<file path="config.mk">
export PLATFORM = sky130hd
export DESIGN_NAME = ldsd_top
export DESIGN_NICKNAME = d
export VERILOG_FILES = /design/src/include/ldsd_pkg.sv /design/src/ldsd_top.sv
export SDC_FILE = /design/constraint.sdc
export NUM_CORES = 1
export LEC_CHECK = 0
export ABC_AREA = 1
export BUFFER_PORTS_ARGS = -buffer_cell sky130_fd_sc_hd__buf_4
export CORE_MARGIN = 2
export CORE_UTILIZATION = 55
export CTS_CLUSTER_DIAMETER = 60
export CTS_CLUSTER_SIZE = 10
export DETAILED_ROUTE_END_ITERATION = 8
export HOLD_SLACK_MARGIN = 0.06
export PLACE_DENSITY = 0.73
export RECOVER_POWER = 25
export SKIP_CTS_REPAIR_TIMING = 1
export SLEW_MARGIN = 20
export SYNTH_ARGS = -nofsm -noshare
export SYNTH_HDL_FRONTEND = slang
export SYNTH_SLANG_ARGS = --single-unit
</file>
<file path="constraint.sdc">
create_clock -name clk_sys -period 3.9 [get_ports clk_sys]
set_input_delay 0.195 -clock clk_sys [delete_from_list [all_inputs] [get_ports clk_sys]]
set_output_delay 0.195 -clock clk_sys [all_outputs]
set_load 0.1 [all_outputs]
</file>
<file path="src/include/ldsd_pkg.sv">
package ldsd_pkg;
  // ---------------------------------------------------------------
  // register map
  // ---------------------------------------------------------------
  localparam logic [14:0] LOCK_CTRL_ADDR = 15'h0028;
  localparam logic [14:0] BLEED_SEL_ADDR = 15'h002a;
  localparam logic [14:0] MOD_CTRL_ADDR = 15'h002b;
  localparam logic [14:0] INT_WORD_ADDR = 15'h0010;
  localparam logic [7:0] LOCK_CTRL_RESET = 8'h03;
  localparam logic [7:0] BLEED_SEL_RESET = 8'h00;
  localparam logic [7:0] MOD_CTRL_RESET = 8'h01;
  localparam logic [7:0] LOCK_CTRL_MASK = 8'h07;
  localparam logic [7:0] BLEED_SEL_MASK = 8'h29;
  localparam logic [7:0] MOD_CTRL_MASK = 8'h35;
  // ---------------------------------------------------------------
  // field positions
  // ---------------------------------------------------------------
  localparam int REFERENCE_LOSS_UNLOCK_EN_BIT = 0;
  localparam int LCOUNT_LSB = 1;
  localparam int READ_SEL_BIT = 0;
  localparam int LATCH_SEL_BIT = 3;
  localparam int BLEED_POLARITY_BIT = 5;
  localparam int MOD_DIS_BIT = 0;
  localparam int RST_MASK_BIT = 2;
  localparam int AUX_EN_BIT = 4;
  localparam int HALF_LSB_BIT = 5;
  // ---------------------------------------------------------------
  // serial frame and lock counting
  // ---------------------------------------------------------------
  localparam logic [4:0] FRAME_LAST_BIT = 5'd23;
  localparam logic [4:0] ADDR_LAST_BIT = 5'd15;
  localparam logic [13:0] LOCK_BASE_CYCLES = 14'd1024;
endpackage : ldsd_pkg

</file>
<file path="src/ldsd_top.sv">
`timescale 1ns/1ps
module ldsd_top
  import ldsd_pkg::*;
#(
  parameter logic [13:0] LOCK_BASE = LOCK_BASE_CYCLES
)
(
  input wire logic clk_sys,
  input wire logic srst,
  input wire logic sclk,
  input wire logic cs_n,
  input wire logic sdio_in,
  output logic sdio_out,
  output logic sdio_oe_n,
  input wire logic pfd_tick,
  input wire logic pfd_in_window,
  input wire logic ref_present,
  input wire logic [1:0] lock_window_bias,
  input wire logic lock_precision_sel,
  output logic lock_detect,
  output logic [2:0] lock_window_code,
  output logic bleed_polarity,
  output logic latch_enable_choice,
  output logic readback_version_sel,
  output logic half_lsb_eff,
  output logic aux_modulator_en,
  output logic modulator_disable,
  output logic modulator_reset
);
  // ---------------------------------------------------------------
  // pin synchronisers
  // ---------------------------------------------------------------
  logic [2:0] sclk_sync_reg;
  logic [1:0] cs_sync_reg;
  logic [1:0] sdio_sync_reg;
  always_ff @(posedge clk_sys)
  begin
    if (srst)
    begin
      sclk_sync_reg <= 3'h0;
      cs_sync_reg <= 2'h3;
      sdio_sync_reg <= 2'h0;
    end
    else
    begin
      sclk_sync_reg <= {sclk_sync_reg[1:0], sclk};
      cs_sync_reg <= {cs_sync_reg[0], cs_n};
      sdio_sync_reg <= {sdio_sync_reg[0], sdio_in};
    end
  end
  wire logic cs_idle = cs_sync_reg[1];
  wire logic sdio_s = sdio_sync_reg[1];
  wire logic sclk_rise = sclk_sync_reg[1] & ~sclk_sync_reg[2];
  wire logic sclk_fall = ~sclk_sync_reg[1] & sclk_sync_reg[2];
  // ---------------------------------------------------------------
  // serial frame: read flag, 15-bit address, 8 data bits, msb first
  // ---------------------------------------------------------------
  logic [22:0] shift_reg;
  logic [4:0] bit_cnt_reg;
  logic [7:0] rd_shift_reg;
  logic rd_active_reg;
  logic [7:0] lock_reg;
  logic [7:0] bleed_reg;
  logic [7:0] mod_reg;
  wire logic frame_rise = sclk_rise & ~cs_idle;
  wire logic is_read = shift_reg[14];
  wire logic [14:0] rd_addr = {shift_reg[13:0], sdio_s};
  wire logic [14:0] wr_addr = shift_reg[21:7];
  wire logic [7:0] wr_data = {shift_reg[6:0], sdio_s};
  wire logic rd_load = frame_rise & (bit_cnt_reg == ADDR_LAST_BIT) & is_read;
  wire logic wr_commit = frame_rise & (bit_cnt_reg == FRAME_LAST_BIT) & ~shift_reg[22];
  wire logic [7:0] rd_value =
    (rd_addr == LOCK_CTRL_ADDR) ? lock_reg :
    (rd_addr == BLEED_SEL_ADDR) ? bleed_reg :
    (rd_addr == MOD_CTRL_ADDR) ? mod_reg : 8'h00;
  always_ff @(posedge clk_sys)
  begin
    if (srst || cs_idle)
    begin
      shift_reg <= 23'h0;
      bit_cnt_reg <= 5'h0;
    end
    else if (sclk_rise)
    begin
      shift_reg <= {shift_reg[21:0], sdio_s};
      bit_cnt_reg <= bit_cnt_reg + 5'd1;
    end
  end
  // readback drives on falling edges so the host samples on rising
  always_ff @(posedge clk_sys)
  begin
    if (srst || cs_idle)
    begin
      rd_shift_reg <= 8'h00;
      rd_active_reg <= 1'b0;
      sdio_out <= 1'b0;
      sdio_oe_n <= 1'b1;
    end
    else if (rd_load)
    begin
      rd_shift_reg <= rd_value;
      rd_active_reg <= 1'b1;
    end
    else if (sclk_fall && rd_active_reg)
    begin
      sdio_out <= rd_shift_reg[7];
      sdio_oe_n <= 1'b0;
      rd_shift_reg <= {rd_shift_reg[6:0], 1'b0};
    end
  end
  // ---------------------------------------------------------------
  // configuration registers
  // ---------------------------------------------------------------
  wire logic [7:0] lock_next = (wr_commit && wr_addr == LOCK_CTRL_ADDR) ?
    (wr_data & LOCK_CTRL_MASK) : lock_reg;
  wire logic [7:0] bleed_next = (wr_commit && wr_addr == BLEED_SEL_ADDR) ?
    (wr_data & BLEED_SEL_MASK) : bleed_reg;
  wire logic [7:0] mod_next = (wr_commit && wr_addr == MOD_CTRL_ADDR) ?
    (wr_data & MOD_CTRL_MASK) : mod_reg;
  wire logic int_word_write = wr_commit && (wr_addr == INT_WORD_ADDR);
  always_ff @(posedge clk_sys)
  begin
    if (srst)
    begin
      lock_reg <= LOCK_CTRL_RESET;
      bleed_reg <= BLEED_SEL_RESET;
      mod_reg <= MOD_CTRL_RESET;
    end
    else
    begin
      lock_reg <= lock_next;
      bleed_reg <= bleed_next;
      mod_reg <= mod_next;
    end
  end
  // ---------------------------------------------------------------
  // decoded controls
  // ---------------------------------------------------------------
  always_ff @(posedge clk_sys)
  begin
    if (srst)
    begin
      bleed_polarity <= 1'b0;
      latch_enable_choice <= 1'b0;
      readback_version_sel <= 1'b0;
      half_lsb_eff <= 1'b0;
      aux_modulator_en <= 1'b0;
      modulator_disable <= 1'b1;
      modulator_reset <= 1'b0;
      lock_window_code <= 3'h0;
    end
    else
    begin
      bleed_polarity <= bleed_reg[BLEED_POLARITY_BIT];
      latch_enable_choice <= bleed_reg[LATCH_SEL_BIT];
      readback_version_sel <= bleed_reg[READ_SEL_BIT];
      half_lsb_eff <= mod_reg[HALF_LSB_BIT] & ~mod_reg[AUX_EN_BIT];
      aux_modulator_en <= mod_reg[AUX_EN_BIT];
      modulator_disable <= mod_reg[MOD_DIS_BIT];
      modulator_reset <= int_word_write & ~mod_reg[RST_MASK_BIT];
      lock_window_code <= {lock_window_bias, lock_precision_sel};
    end
  end
  // ---------------------------------------------------------------
  // digital lock detector
  // ---------------------------------------------------------------
  logic [13:0] lock_cnt_reg;
  wire logic [1:0] count_sel = lock_reg[LCOUNT_LSB +: 2];
  wire logic [13:0] lock_thresh = LOCK_BASE << count_sel;
  wire logic ref_lost = ~ref_present;
  wire logic lol_clear = ref_lost & lock_reg[REFERENCE_LOSS_UNLOCK_EN_BIT];
  wire logic cnt_done = (lock_cnt_reg + 14'd1) >= lock_thresh;
  always_ff @(posedge clk_sys)
  begin
    if (srst || lol_clear)
    begin
      lock_cnt_reg <= 14'h0;
      lock_detect <= 1'b0;
    end
    else if (pfd_tick && !ref_lost)
    begin
      if (!pfd_in_window)
      begin
        lock_cnt_reg <= 14'h0;
        lock_detect <= 1'b0;
      end
      else if (cnt_done)
      begin
        lock_cnt_reg <= lock_thresh;
        lock_detect <= 1'b1;
      end
      else
      begin
        lock_cnt_reg <= lock_cnt_reg + 14'd1;
      end
    end
  end
  // ---------------------------------------------------------------
  // checks
  // ---------------------------------------------------------------
  lock_rise_count_a: assert property (@(posedge clk_sys) disable iff (srst)
    $rose(lock_detect) |-> $past(pfd_tick) && $past(pfd_in_window) && $past(cnt_done))
    else $error("lock rose before count reached");
  lock_window_drop_a: assert property (@(posedge clk_sys) disable iff (srst)
    pfd_tick && !pfd_in_window && ref_present |=> !lock_detect && lock_cnt_reg == 14'h0)
    else $error("lock held after out-of-window cycle");
  ref_loss_drop_a: assert property (@(posedge clk_sys) disable iff (srst)
    ref_lost && lock_reg[REFERENCE_LOSS_UNLOCK_EN_BIT] |=> !lock_detect)
    else $error("lock kept after reference loss");
  ref_loss_hold_a: assert property (@(posedge clk_sys) disable iff (srst)
    ref_lost && !lock_reg[REFERENCE_LOSS_UNLOCK_EN_BIT] |=> lock_detect == $past(lock_detect))
    else $error("lock changed with loss detection off");
  bleed_polarity_out_a: assert property (@(posedge clk_sys) disable iff (srst)
    wr_commit && wr_addr == BLEED_SEL_ADDR |=> ##1 bleed_polarity == $past(wr_data[5], 2))
    else $error("bleed polarity not following write");
  half_lsb_gate_a: assert property (@(posedge clk_sys) disable iff (srst)
    mod_reg[HALF_LSB_BIT] |=> half_lsb_eff == !$past(mod_reg[AUX_EN_BIT]))
    else $error("half lsb active with aux modulator on");
  int_reset_mask_a: assert property (@(posedge clk_sys) disable iff (srst)
    int_word_write |=> modulator_reset == !$past(mod_reg[RST_MASK_BIT]))
    else $error("modulator reset pulse wrong");
  reserved_zero_a: assert property (@(posedge clk_sys) disable iff (srst)
    (lock_reg & ~LOCK_CTRL_MASK) == 8'h00 && (mod_reg & ~MOD_CTRL_MASK) == 8'h00 &&
    (bleed_reg & ~BLEED_SEL_MASK) == 8'h00)
    else $error("reserved bit set");
  reset_default_a: assert property (@(posedge clk_sys)
    srst |=> lock_reg == LOCK_CTRL_RESET && mod_reg == MOD_CTRL_RESET && modulator_disable)
    else $error("wrong default after reset");
  readback_src_a: assert property (@(posedge clk_sys) disable iff (srst)
    rd_load |=> rd_shift_reg == $past(rd_value))
    else $error("readback word not loaded");
endmodule : ldsd_top

</file>
Word level (Yosys, flattened, before mapping) --
Index checks and enable logic that the tools add are counted.
Cells by class: shift-type cells 1, bitwise operators 18, equal/unequal tests 10, add/subtract/negate cells 2, magnitude comparators 1, mux-type cells 9, reduce and logical (&&, ||, !) cells 11
Operator list (number):
- $eq A15 B6 Y1 const B | 6
- $mux W14 | 2
- $mux W6 | 3
- $mux W8 | 2
- $eq A15 B5 Y1 const B | 1
- $add A14 B1 Y14 const B | 1
- $ge A14 B14 Y1 | 1
- $shl A11 B2 Y14 const A | 1
- $and A1 B1 Y1 | 10
- $not A1 Y1 | 8
- $logic_and A1 B1 Y1 | 6
- $add A5 B1 Y5 const B | 1
- $eq A5 B4 Y1 const B | 1
- $eq A5 B5 Y1 const B | 1
- $reduce_and A2 Y1 | 2
- $logic_or A1 B1 Y1 | 2
- $mux W1 | 2
- $ne A2 B1 Y1 const B | 1
- $reduce_bool A2 Y1 | 1
Storage, ports and cells: output and inout bits 13, word-level logic and storage cells 74, bits in registers 81, bits of input ports 11

Longest topological paths before layout --
Gate-level depths: netlist (run 1).
word-level depth 7, gate-level depth with buffers 17, gate-level depth less buffers 17

Worst setup path before layout (run 1) --
OpenSTA, ideal clock, no wires.
path kind reg2reg, start point reg lock_cnt_reg[0], end point reg lock_cnt_reg[0], data required time 3.833 ns, arrival 2.071 ns, library setup time 0.067 ns, stages on the path, launching flop included 15, clock period less this slack 2.139 ns, setup slack 1.761 ns, cell sequence dfxtp_1 ha_1 nand2_1 nor3_1 nand2_1 nand2_1 nand2_1 ha_1 o21ai_1 nand2_1 nand2_1 nand2_2 o21bai_1 nand2_1 nor2_1
On the way: word-level cells in the longest chain between the ends 4
RTL lines:
- start: declaration | line ldsd_top.sv:167 | logic [13:0] lock_cnt_reg;
- start signal: assignment | line ldsd_top.sv:189 | lock_cnt_reg <= lock_thresh;
- start signal: assignment | line ldsd_top.sv:194 | lock_cnt_reg <= lock_cnt_reg + 14'd1;
- $add A14 B1 Y14 * | line ldsd_top.sv:172, ldsd_top.sv:194
- $ge A14 B14 Y1 | line ldsd_top.sv:172 | wire logic cnt_done = (lock_cnt_reg + 14'd1) >= lock_thresh;
- $mux W14 * | line ldsd_top.sv:187 | else if (cnt_done)
- $mux W14 * | line ldsd_top.sv:182 | if (!pfd_in_window)
Every way passes the cells marked *; elsewhere a longest branch is shown, timed or not. A chain may end at the register's enable or synchronous reset.

Worst setup path after layout (run 1) --
Ends and elaborated chain as after synthesis.

==> results of run 1 <==
cells in the final DEF (no fill, tap or decap):
cell type      count
o21ai_1            2
nand3_1           35
clkinvlp_4         1
nand4_2            1
nand2_1           99
xor2_1             5
o21bai_1           2
nor2_4             5
nand2_2            3
nor2_1           104
nand3b_1           2
nand4_1           10
clkbuf_8          10
a31o_2             1
bufinv_16          2
o22ai_1            2
buf_4             17
o21ai_0           30
clkinv_4           1
a21oi_1           30
nor4_1             1
dlygate4sd3_1      3
clkbuf_1           9
nor3_4             1
dfxtp_1           81
nor2_2             2
or2_2              3
o211ai_1           1
inv_1             56
ha_1               8
inv_2              2
nor3_1             8
a21oi_2            1
path summary, 6_finish.rpt:
check | slack (ps) | from | cells after the start | to
worst max-delay path | 1350 | lock_cnt_reg[0] | 14 | lock_cnt_reg[0]
worst min register to register | 410 | sclk_sync_reg[0] | 2 | sclk_sync_reg[1]
worst min-delay path | 40 | lock_window_bias[1] | 3 | lock_window_code[2]
worst max register to register | 1350 | lock_cnt_reg[0] | 14 | lock_cnt_reg[0]
power breakdown:
part	internal (mW)	switching (mW)
sequential	0.833	0.00442
combinational	0.0169	0.0442
clock	0.380	0.301
total	1.23	0.350
layer usage:
metal | global-route usage (%) | vias to the layer above | wire [µm]
met5 | 0 | - | 0
met4 | 10.2 | 0 | 144
met3 | 3.70 | 11 | 280
met2 | 38.3 | 49 | 3640
met1 | 28.7 | 1463 | 3650
li1 | - | 1668 | -
worst max-delay path: stages, from the launching register on:
cell	delay, ps
dfxtp_1	400
ha_1	190
nand2_1	100
nor3_1	270
nand2_1	90
nand2_1	70
nand2_1	70
ha_1	300
o21ai_1	120
nand2_1	60
nand2_1	80
nand2_2	90
o21bai_1	220
nand2_1	230
nor2_1	180
logic make-up after synthesis:
kind of cell             count (synthesis)  share of synthesized area (%)
AO/OA/AOI/OAI                           69                           10.1
XOR/XNOR                                 5                           1.22
buffers and inverters                   71                           7.53
flip-flops                              81                           45.0
adder cells (fa/ha/maj)                  8                           2.78
AND/OR/NAND/NOR                        274                           33.4
area by class of cell:
type | count | area share, %
Sequential cell | 81 | 40.1
Timing Repair Buffer | 27 | 4.55
Clock inverter | 4 | 1.89
Clock buffer | 12 | 3.59
Inverter | 58 | 5.38
Multi-Input combinational cell | 356 | 42.1
Tap cell | 77 | 2.38
stage by stage:
| stage | util [%] | cell area [µm²] |
|---|---|---|
| 2_1_floorplan | - | 3600 |
| 3_3_place_gp | 60.3 | 3830 |
| 3_5_place_dp | 60.3 | 3830 |
| 4_1_cts | 63.7 | 4050 |
| 5_1_grt | 63.7 | 4040 |
| 6_report | 63.7 | 4040 |
==> out/metrics.csv, run 1 <==
metric,value,unit
syn_to_final_growth,12.2,%
wl_per_cell,12.5,µm
final_cells,615,
ys_types,29,
drive_above_1_share,9.29,%
cts_tree,done,
initial_utilization,56.7,%
largest_reg_flops,23,
grtUsageTotal,22.7,%
grt_pass1_vias,3018,
start_kind,flop,
vias_per_cell,5.19,
p_leak,1.69,nW
postSynth.asyncResetShare,0,%
p_total,1.58,mW
yosys.area.top_type,dfxtp_1,
synth_top_area_share,45.0,%
syn-num-nets,527,
cts_inserted_buffers,9,
status,finished clean,
finClkSkew,4.61,ps
gr-total-overflow,0,
syn_area,3600,µm²
yosysMostFrequentCell,nor2_1,
finalMaxSlewViolations,0,
drt_iter0_drc,157,
die_area,7210,µm²
finalSetupTns,0,ps
power_density,390,nW/µm²
ir_worst_vdd,0.000257,V
drc_errors,0,
synth_edf_count,0,
ys_ff_latch,81,
synthTopCellsByCount,"nor2_1 (103), nand2_1 (99), dfxtp_1 (81)",
hold_class,in2reg,
cts_max_path_buffers,2,
worstSkewPairLatency,360,ps
fill_cells,623,
antenna_left,0,
min_period_over_period,65.5,%
required,4190,ps
fin_crit,2550,ps
diodes,0,
die_w,84.9,µm
finalSetupViolations,0,
gp_congestion,0.929,
yosysWarnings,0,
rsz0062_at_grt,false,
hold_viol_final,0,
fin_nets,552,
grt_first_pass_wirelength,13.2,mm
pre_cts_ws,1390,ps
syn_inst,508,
ys_seq_area_share,45.0,%
multiInputGateArea,1700,µm²
crit_type,reg2reg,
drt-total-wl,7.71,mm
placementRows,29,
clock-root-buffer,clkbuf_8,
grt_max_degree,29,
port_buffers,23,
seq_area,1620,µm²
die-height,84.9,µm
hpwl,5.59,mm
cts_max_level,3,
antenna_found_initial,0,
cp_max_fo,8,
drv_cap,0,
clkSinkCount,81,
first_pass_iters,4,
io_pins,24,
fin_ws,1350,ps
endpoint_kind,flop,
synth-main-ff-cell,dfxtp_1,
tightestPinTransition,1400,ps
vias,3191,
synth_area_leaders,"dfxtp_1 (45%), nor2_1 (11%), nand2_1 (10%), inv_1 (5.8%), nand3_1 (4.9%)",
whs,35.5,ps
slew_headroom,5.99,%
fp.coreArea,6350,µm²
clk_pin_slew_worst_paths,80,ps
cp_data_arrival_time,2840,ps
avgSynthCellArea,7.09,µm²
place_inst,596,
fmax,391,MHz
No activity file was read; power rests on OpenSTA's default activity.
==> run 2: changes to the inputs <==
CORE_UTILIZATION = 54   (was 55)
PLACE_DENSITY = 0.75   (was 0.73)
clock period = 2.35 ns   (was 3.9 ns; I/O delays follow)
==> out/metrics.csv, run 2 (synthesized netlist as in run 1, its figures left out) <==
metric,value,unit
rsz0062_at_grt,false,
cts_inserted_buffers,9,
fp.coreArea,6390,µm²
hold_viol_final,0,
cts_max_path_buffers,2,
use_met1,28.5,%
io_pins,24,
p_leak,1.70,nW
grt_first_pass_wirelength,12.9,mm
antenna_left,0,
cpMostUsedCell,nand2_1,
grt_use_met3,5.58,%
diodes,0,
clock-root-buffer,clkbuf_8,
vias,3184,
die_area,7340,µm²
largest_reg_flops,23,
tightestPinTransition,1200,ps
p_total,2.46,mW
die_w,85.7,µm
finalSetupTns,0,ps
fin_nets,559,
cts_max_level,3,
hpwl,5.42,mm
finClkSkew,12.4,ps
ir_worst_vdd,0.000393,V
required,2600,ps
first_pass_iters,4,
final_common_cell,nor2_1,
slowest_stage,dfxtp_1,
min_period_over_period,90.7,%
wl_per_cell,12.2,µm
fin_area,4110,µm²
slowest_delay,400,ps
rr_startpoint,lock_cnt_reg[7],
slew_headroom,20.4,%
endpoint_kind,flop,
fmax,469,MHz
grt_max_degree,25,
crit_path_cell_trace,"nand2_1, nor2_1, nand2_1, nor2_1, nand2_1, nand2_1, inv_1, ha_1, o21ai_1, nand2_1, nand2_1, nand2_2, buf_4, nand3b_1, nand2_1, nor2_1, nor2_1",
drive_above_1_share,11.9,%
worstSkewPairLatency,360,ps
drt_iter0_drc,131,
antenna_found_initial,0,
drc_errors,0,
grt_pass1_vias,2945,
power_density,598,nW/µm²
syn_to_final_growth,14.0,%
grt-busiest-layer,met2,
clkSinkCount,81,
crit_type,reg2reg,
cp_data_arrival_time,2380,ps
hold_class,in2reg,
min-delay-start,srst,
start_kind,flop,
worstRegToRegCells,17,
r2r_setup_slack,220,ps
finalSetupViolations,0,
rr_endpoint,lock_cnt_reg[13],
gr-total-overflow,0,
drv_cap,0,
met2_usage,35.4,%
hold_end,sclk_sync_reg[0],
initial_utilization,56.4,%
drt-total-wl,7.56,mm
grtUsageTotal,22.0,%
worstHoldPathCells,2,
cp_max_fo,5,
fin_crit,2130,ps
status,finished clean,
final_cell_mix,"nor2_1 (103), nand2_1 (96), dfxtp_1 (78)",
gp_congestion,0.851,
vias_per_cell,5.12,
dpl_cell_area,3860,µm²
crit_start,lock_cnt_reg[7],
finalMaxSlewViolations,0,
placementRows,29,
finish.utilization,64.3,%
clk_pin_slew_worst_paths,90,ps
die-height,85.7,µm
port_buffers,23,
cts_tree,done,
final_cells,622,
place_inst,600,
## run 2: cell count changes in the layout (fill, tap and decap cells not counted), sizes merged
cell	delta
clkinvlp	+2
inv	+3
buf	-2
clkbuf	+3
dlygate4sd3	+3
bufinv	-2
## run 2: report_power, final
group	internal, mW	switching (mW)	total [mW]
logic	0.0361	0.0759	0.112
registers	1.38	0.00737	1.39
clock network	0.403	0.551	0.953
## run 2: final cells by class
type / instances / area (µm²)
flip-flops and latches: 81 / 1630
inverters: 58 / 218
clock buffers: 9 / 124
clock inverters: 7 / 62.6
multi-input cells: 356 / 1740
fillers: 574 / 2280
well taps: 77 / 96.3
repair buffers: 34 / 244
## run 2: how the worst max path moves through the flow
| stage | endpoint | slack (ps) | cells past startpoint |
|---|---|---|---|
| 4_1_cts | lock_cnt_reg[0] | -10 | 14 |
| 5_1_grt | lock_cnt_reg[11] | 2 | 17 |
| 6_report | lock_cnt_reg[13] | 220 | 17 |
| 3_5_place_dp | lock_cnt_reg[0] | 20 | 14 |
| 2_1_floorplan | lock_cnt_reg[0] | 210 | 14 |
| 3_3_place_gp | lock_cnt_reg[0] | 110 | 14 |
## run 2: routing by layer
layer | vias to the layer above | wire [µm]
met1 | 1431 | 3610
met2 | 51 | 3530
li1 | 1691 | -
met5 | - | 0
met4 | 0 | 113
met3 | 11 | 309
## run 2: stage by stage
step                      hold WS (ps)  worst slack (ps)
after floorplan                    221               211
after global placement             314               111
after detailed placement           308              18.5
after CTS                        -55.5             -9.70
after global routing               111              2.20
final                              114               219
## run 2: critical path: cells and delay by family, from the launching register on
family	cells	cell delay [ps]
adders and majority gates	1	280
DFF	1	400
buffers and inverters	2	210
and+or+nand+nor	13	1070
AOI/OAI and AO/OA	1	70
==> run 3: changes to the inputs <==
CORE_UTILIZATION = 44   (was 54)
PLACE_DENSITY = unset   (was 0.75)
==> out/metrics.csv, run 3 (synthesized netlist as in run 1, its figures left out) <==
metric,value,unit
seqPwrFrac,57.6,%
hold_viol_final,0,
power_density,583,nW/µm²
port_buffers,23,
endpoint_kind,flop,
wl_per_cell,11.7,µm
cts_max_level,3,
finClkSkew,8.27,ps
cp_max_fo,5,
finalSetupTns,0,ps
clkSinkCount,81,
clockPowerShare,37.8,%
r2r_setup_slack,240,ps
drt_iter0_drc,166,
die-height,94.5,µm
vias,3190,
antenna_left,0,
worstHoldPathCells,2,
cts_tree,done,
tightestPinTransition,1170,ps
gp_congestion,0.867,
min-delay-start,srst,
wl_met3,256,µm
rr_endpoint,lock_cnt_reg[13],
ir_worst_vdd,0.000306,V
start_kind,flop,
syn_to_final_growth,14.9,%
netSwitchingFraction,25.1,%
clk_pin_slew_worst_paths,90,ps
grt_pass1_vias,2883,
cp_data_arrival_time,2350,ps
worstSkewPairLatency,350,ps
required,2590,ps
p_comb_share,4.6,%
wl_met2,3.49,mm
hold_end,sdio_sync_reg[1],
die_area,8930,µm²
grt_first_pass_wirelength,13.3,mm
fin_nets,561,
hold_class,in2reg,
largest_reg_flops,23,
cts_max_path_buffers,2,
finish.utilization,51.1,%
drt-total-wl,7.66,mm
initial_utilization,44.5,%
final_common_cell,nor2_1,
vias_per_cell,4.89,
fmax,475,MHz
first_pass_iters,4,
cellInternalPower,1.81,mW
hpwl,5.65,mm
worstRegToRegCells,16,
wl_met1,3.84,mm
cts_inserted_buffers,9,
rr_startpoint,lock_cnt_reg[0],
grt_max_degree,25,
p_leak,1.71,nW
crit_type,reg2reg,
rsz0062_at_grt,false,
fp.coreArea,8090,µm²
slew_headroom,22.6,%
top_layer,met4,
drc_errors,0,
gr-total-overflow,0,
finalMaxSlewViolations,0,
min_period_over_period,89.7,%
io_pins,24,
drive_above_1_share,11.9,%
antenna_found_initial,0,
finalSetupViolations,0,
clock-root-buffer,clkbuf_8,
status,finished clean,
fin_crit,2110,ps
grtUsageTotal,19.0,%
drv_cap,0,
die_w,94.5,µm
diodes,0,
p_sw,0.605,mW
placementRows,33,
final_cell_mix,"nor2_1 (103), nand2_1 (96), dfxtp_1 (80)",
==> run 3: metrics by stage <==
step / setup slack, ps / instance area (µm²) / total power, mW / cells / hold slack [ps]
3_5_place_dp: -4.46 / 3910 / 1.53 / 630 / 308
6_report: 243 / 4140 / 2.41 / 652 / 130
4_1_cts: -29.1 / 4080 / 2.44 / 646 / -64.2
2_1_floorplan: 211 / 3600 / 1.49 / 508 / 221
5_1_grt: 21.0 / 4140 / 2.52 / 652 / 120
3_3_place_gp: 59.1 / 3910 / 1.52 / 630 / 304
==> run 3: per-layer routing <==
layer,vias to the layer above,global-route usage (%)
met5,-,0
met4,0,7.61
met3,5,3.35
met2,45,28.9
met1,1450,26.6
li1,1690,-
==> run 3: how the worst max path moves through the flow <==
stage | slack, ps | to | startpoint | cells past startpoint
2_1_floorplan | 210 | lock_cnt_reg[0] | lock_cnt_reg[0] | 14
3_3_place_gp | 60 | lock_cnt_reg[0] | lock_cnt_reg[0] | 14
3_5_place_dp | -4 | lock_cnt_reg[8] | lock_cnt_reg[0] | 14
4_1_cts | -30 | lock_cnt_reg[8] | lock_cnt_reg[0] | 14
5_1_grt | 20 | lock_cnt_reg[13] | lock_cnt_reg[1] | 16
6_report | 240 | lock_cnt_reg[13] | lock_cnt_reg[0] | 16
==> run 3: worst max-delay path, stage by stage (launching register included) <==
cell	delay, ps
dfxtp_2	370
ha_1	170
nand2_1	100
nor3_2	140
nand2_1	70
nand2_1	50
nand2_1	60
ha_1	290
o21ai_1	110
nand2_1	60
nand2_1	80
nand2_2	60
buf_4	150
nand3b_1	90
nand2_1	60
nor2_1	80
nor2_1	40
==> run 3: layout make-up <==
type                       count  area, µm²
fill                         864       3950
multi-input combinational    356       1730
sequential                    81       1620
timing repair buffer          36        259
inverter                      58        218
tap                          105        131
clock buffer                   9        124
clock inverter                 7       53.8
==> run 3: power by group through the flow <==
stage	combinational (mW)	sequential [mW]	clock, mW
final	0.112	1.39	0.912
after detailed placement	0.104	1.42	0
after global routing	0.124	1.39	1.01
after global placement	0.103	1.42	0
after CTS	0.104	1.39	0.950
after floorplan	0.0536	1.44	0
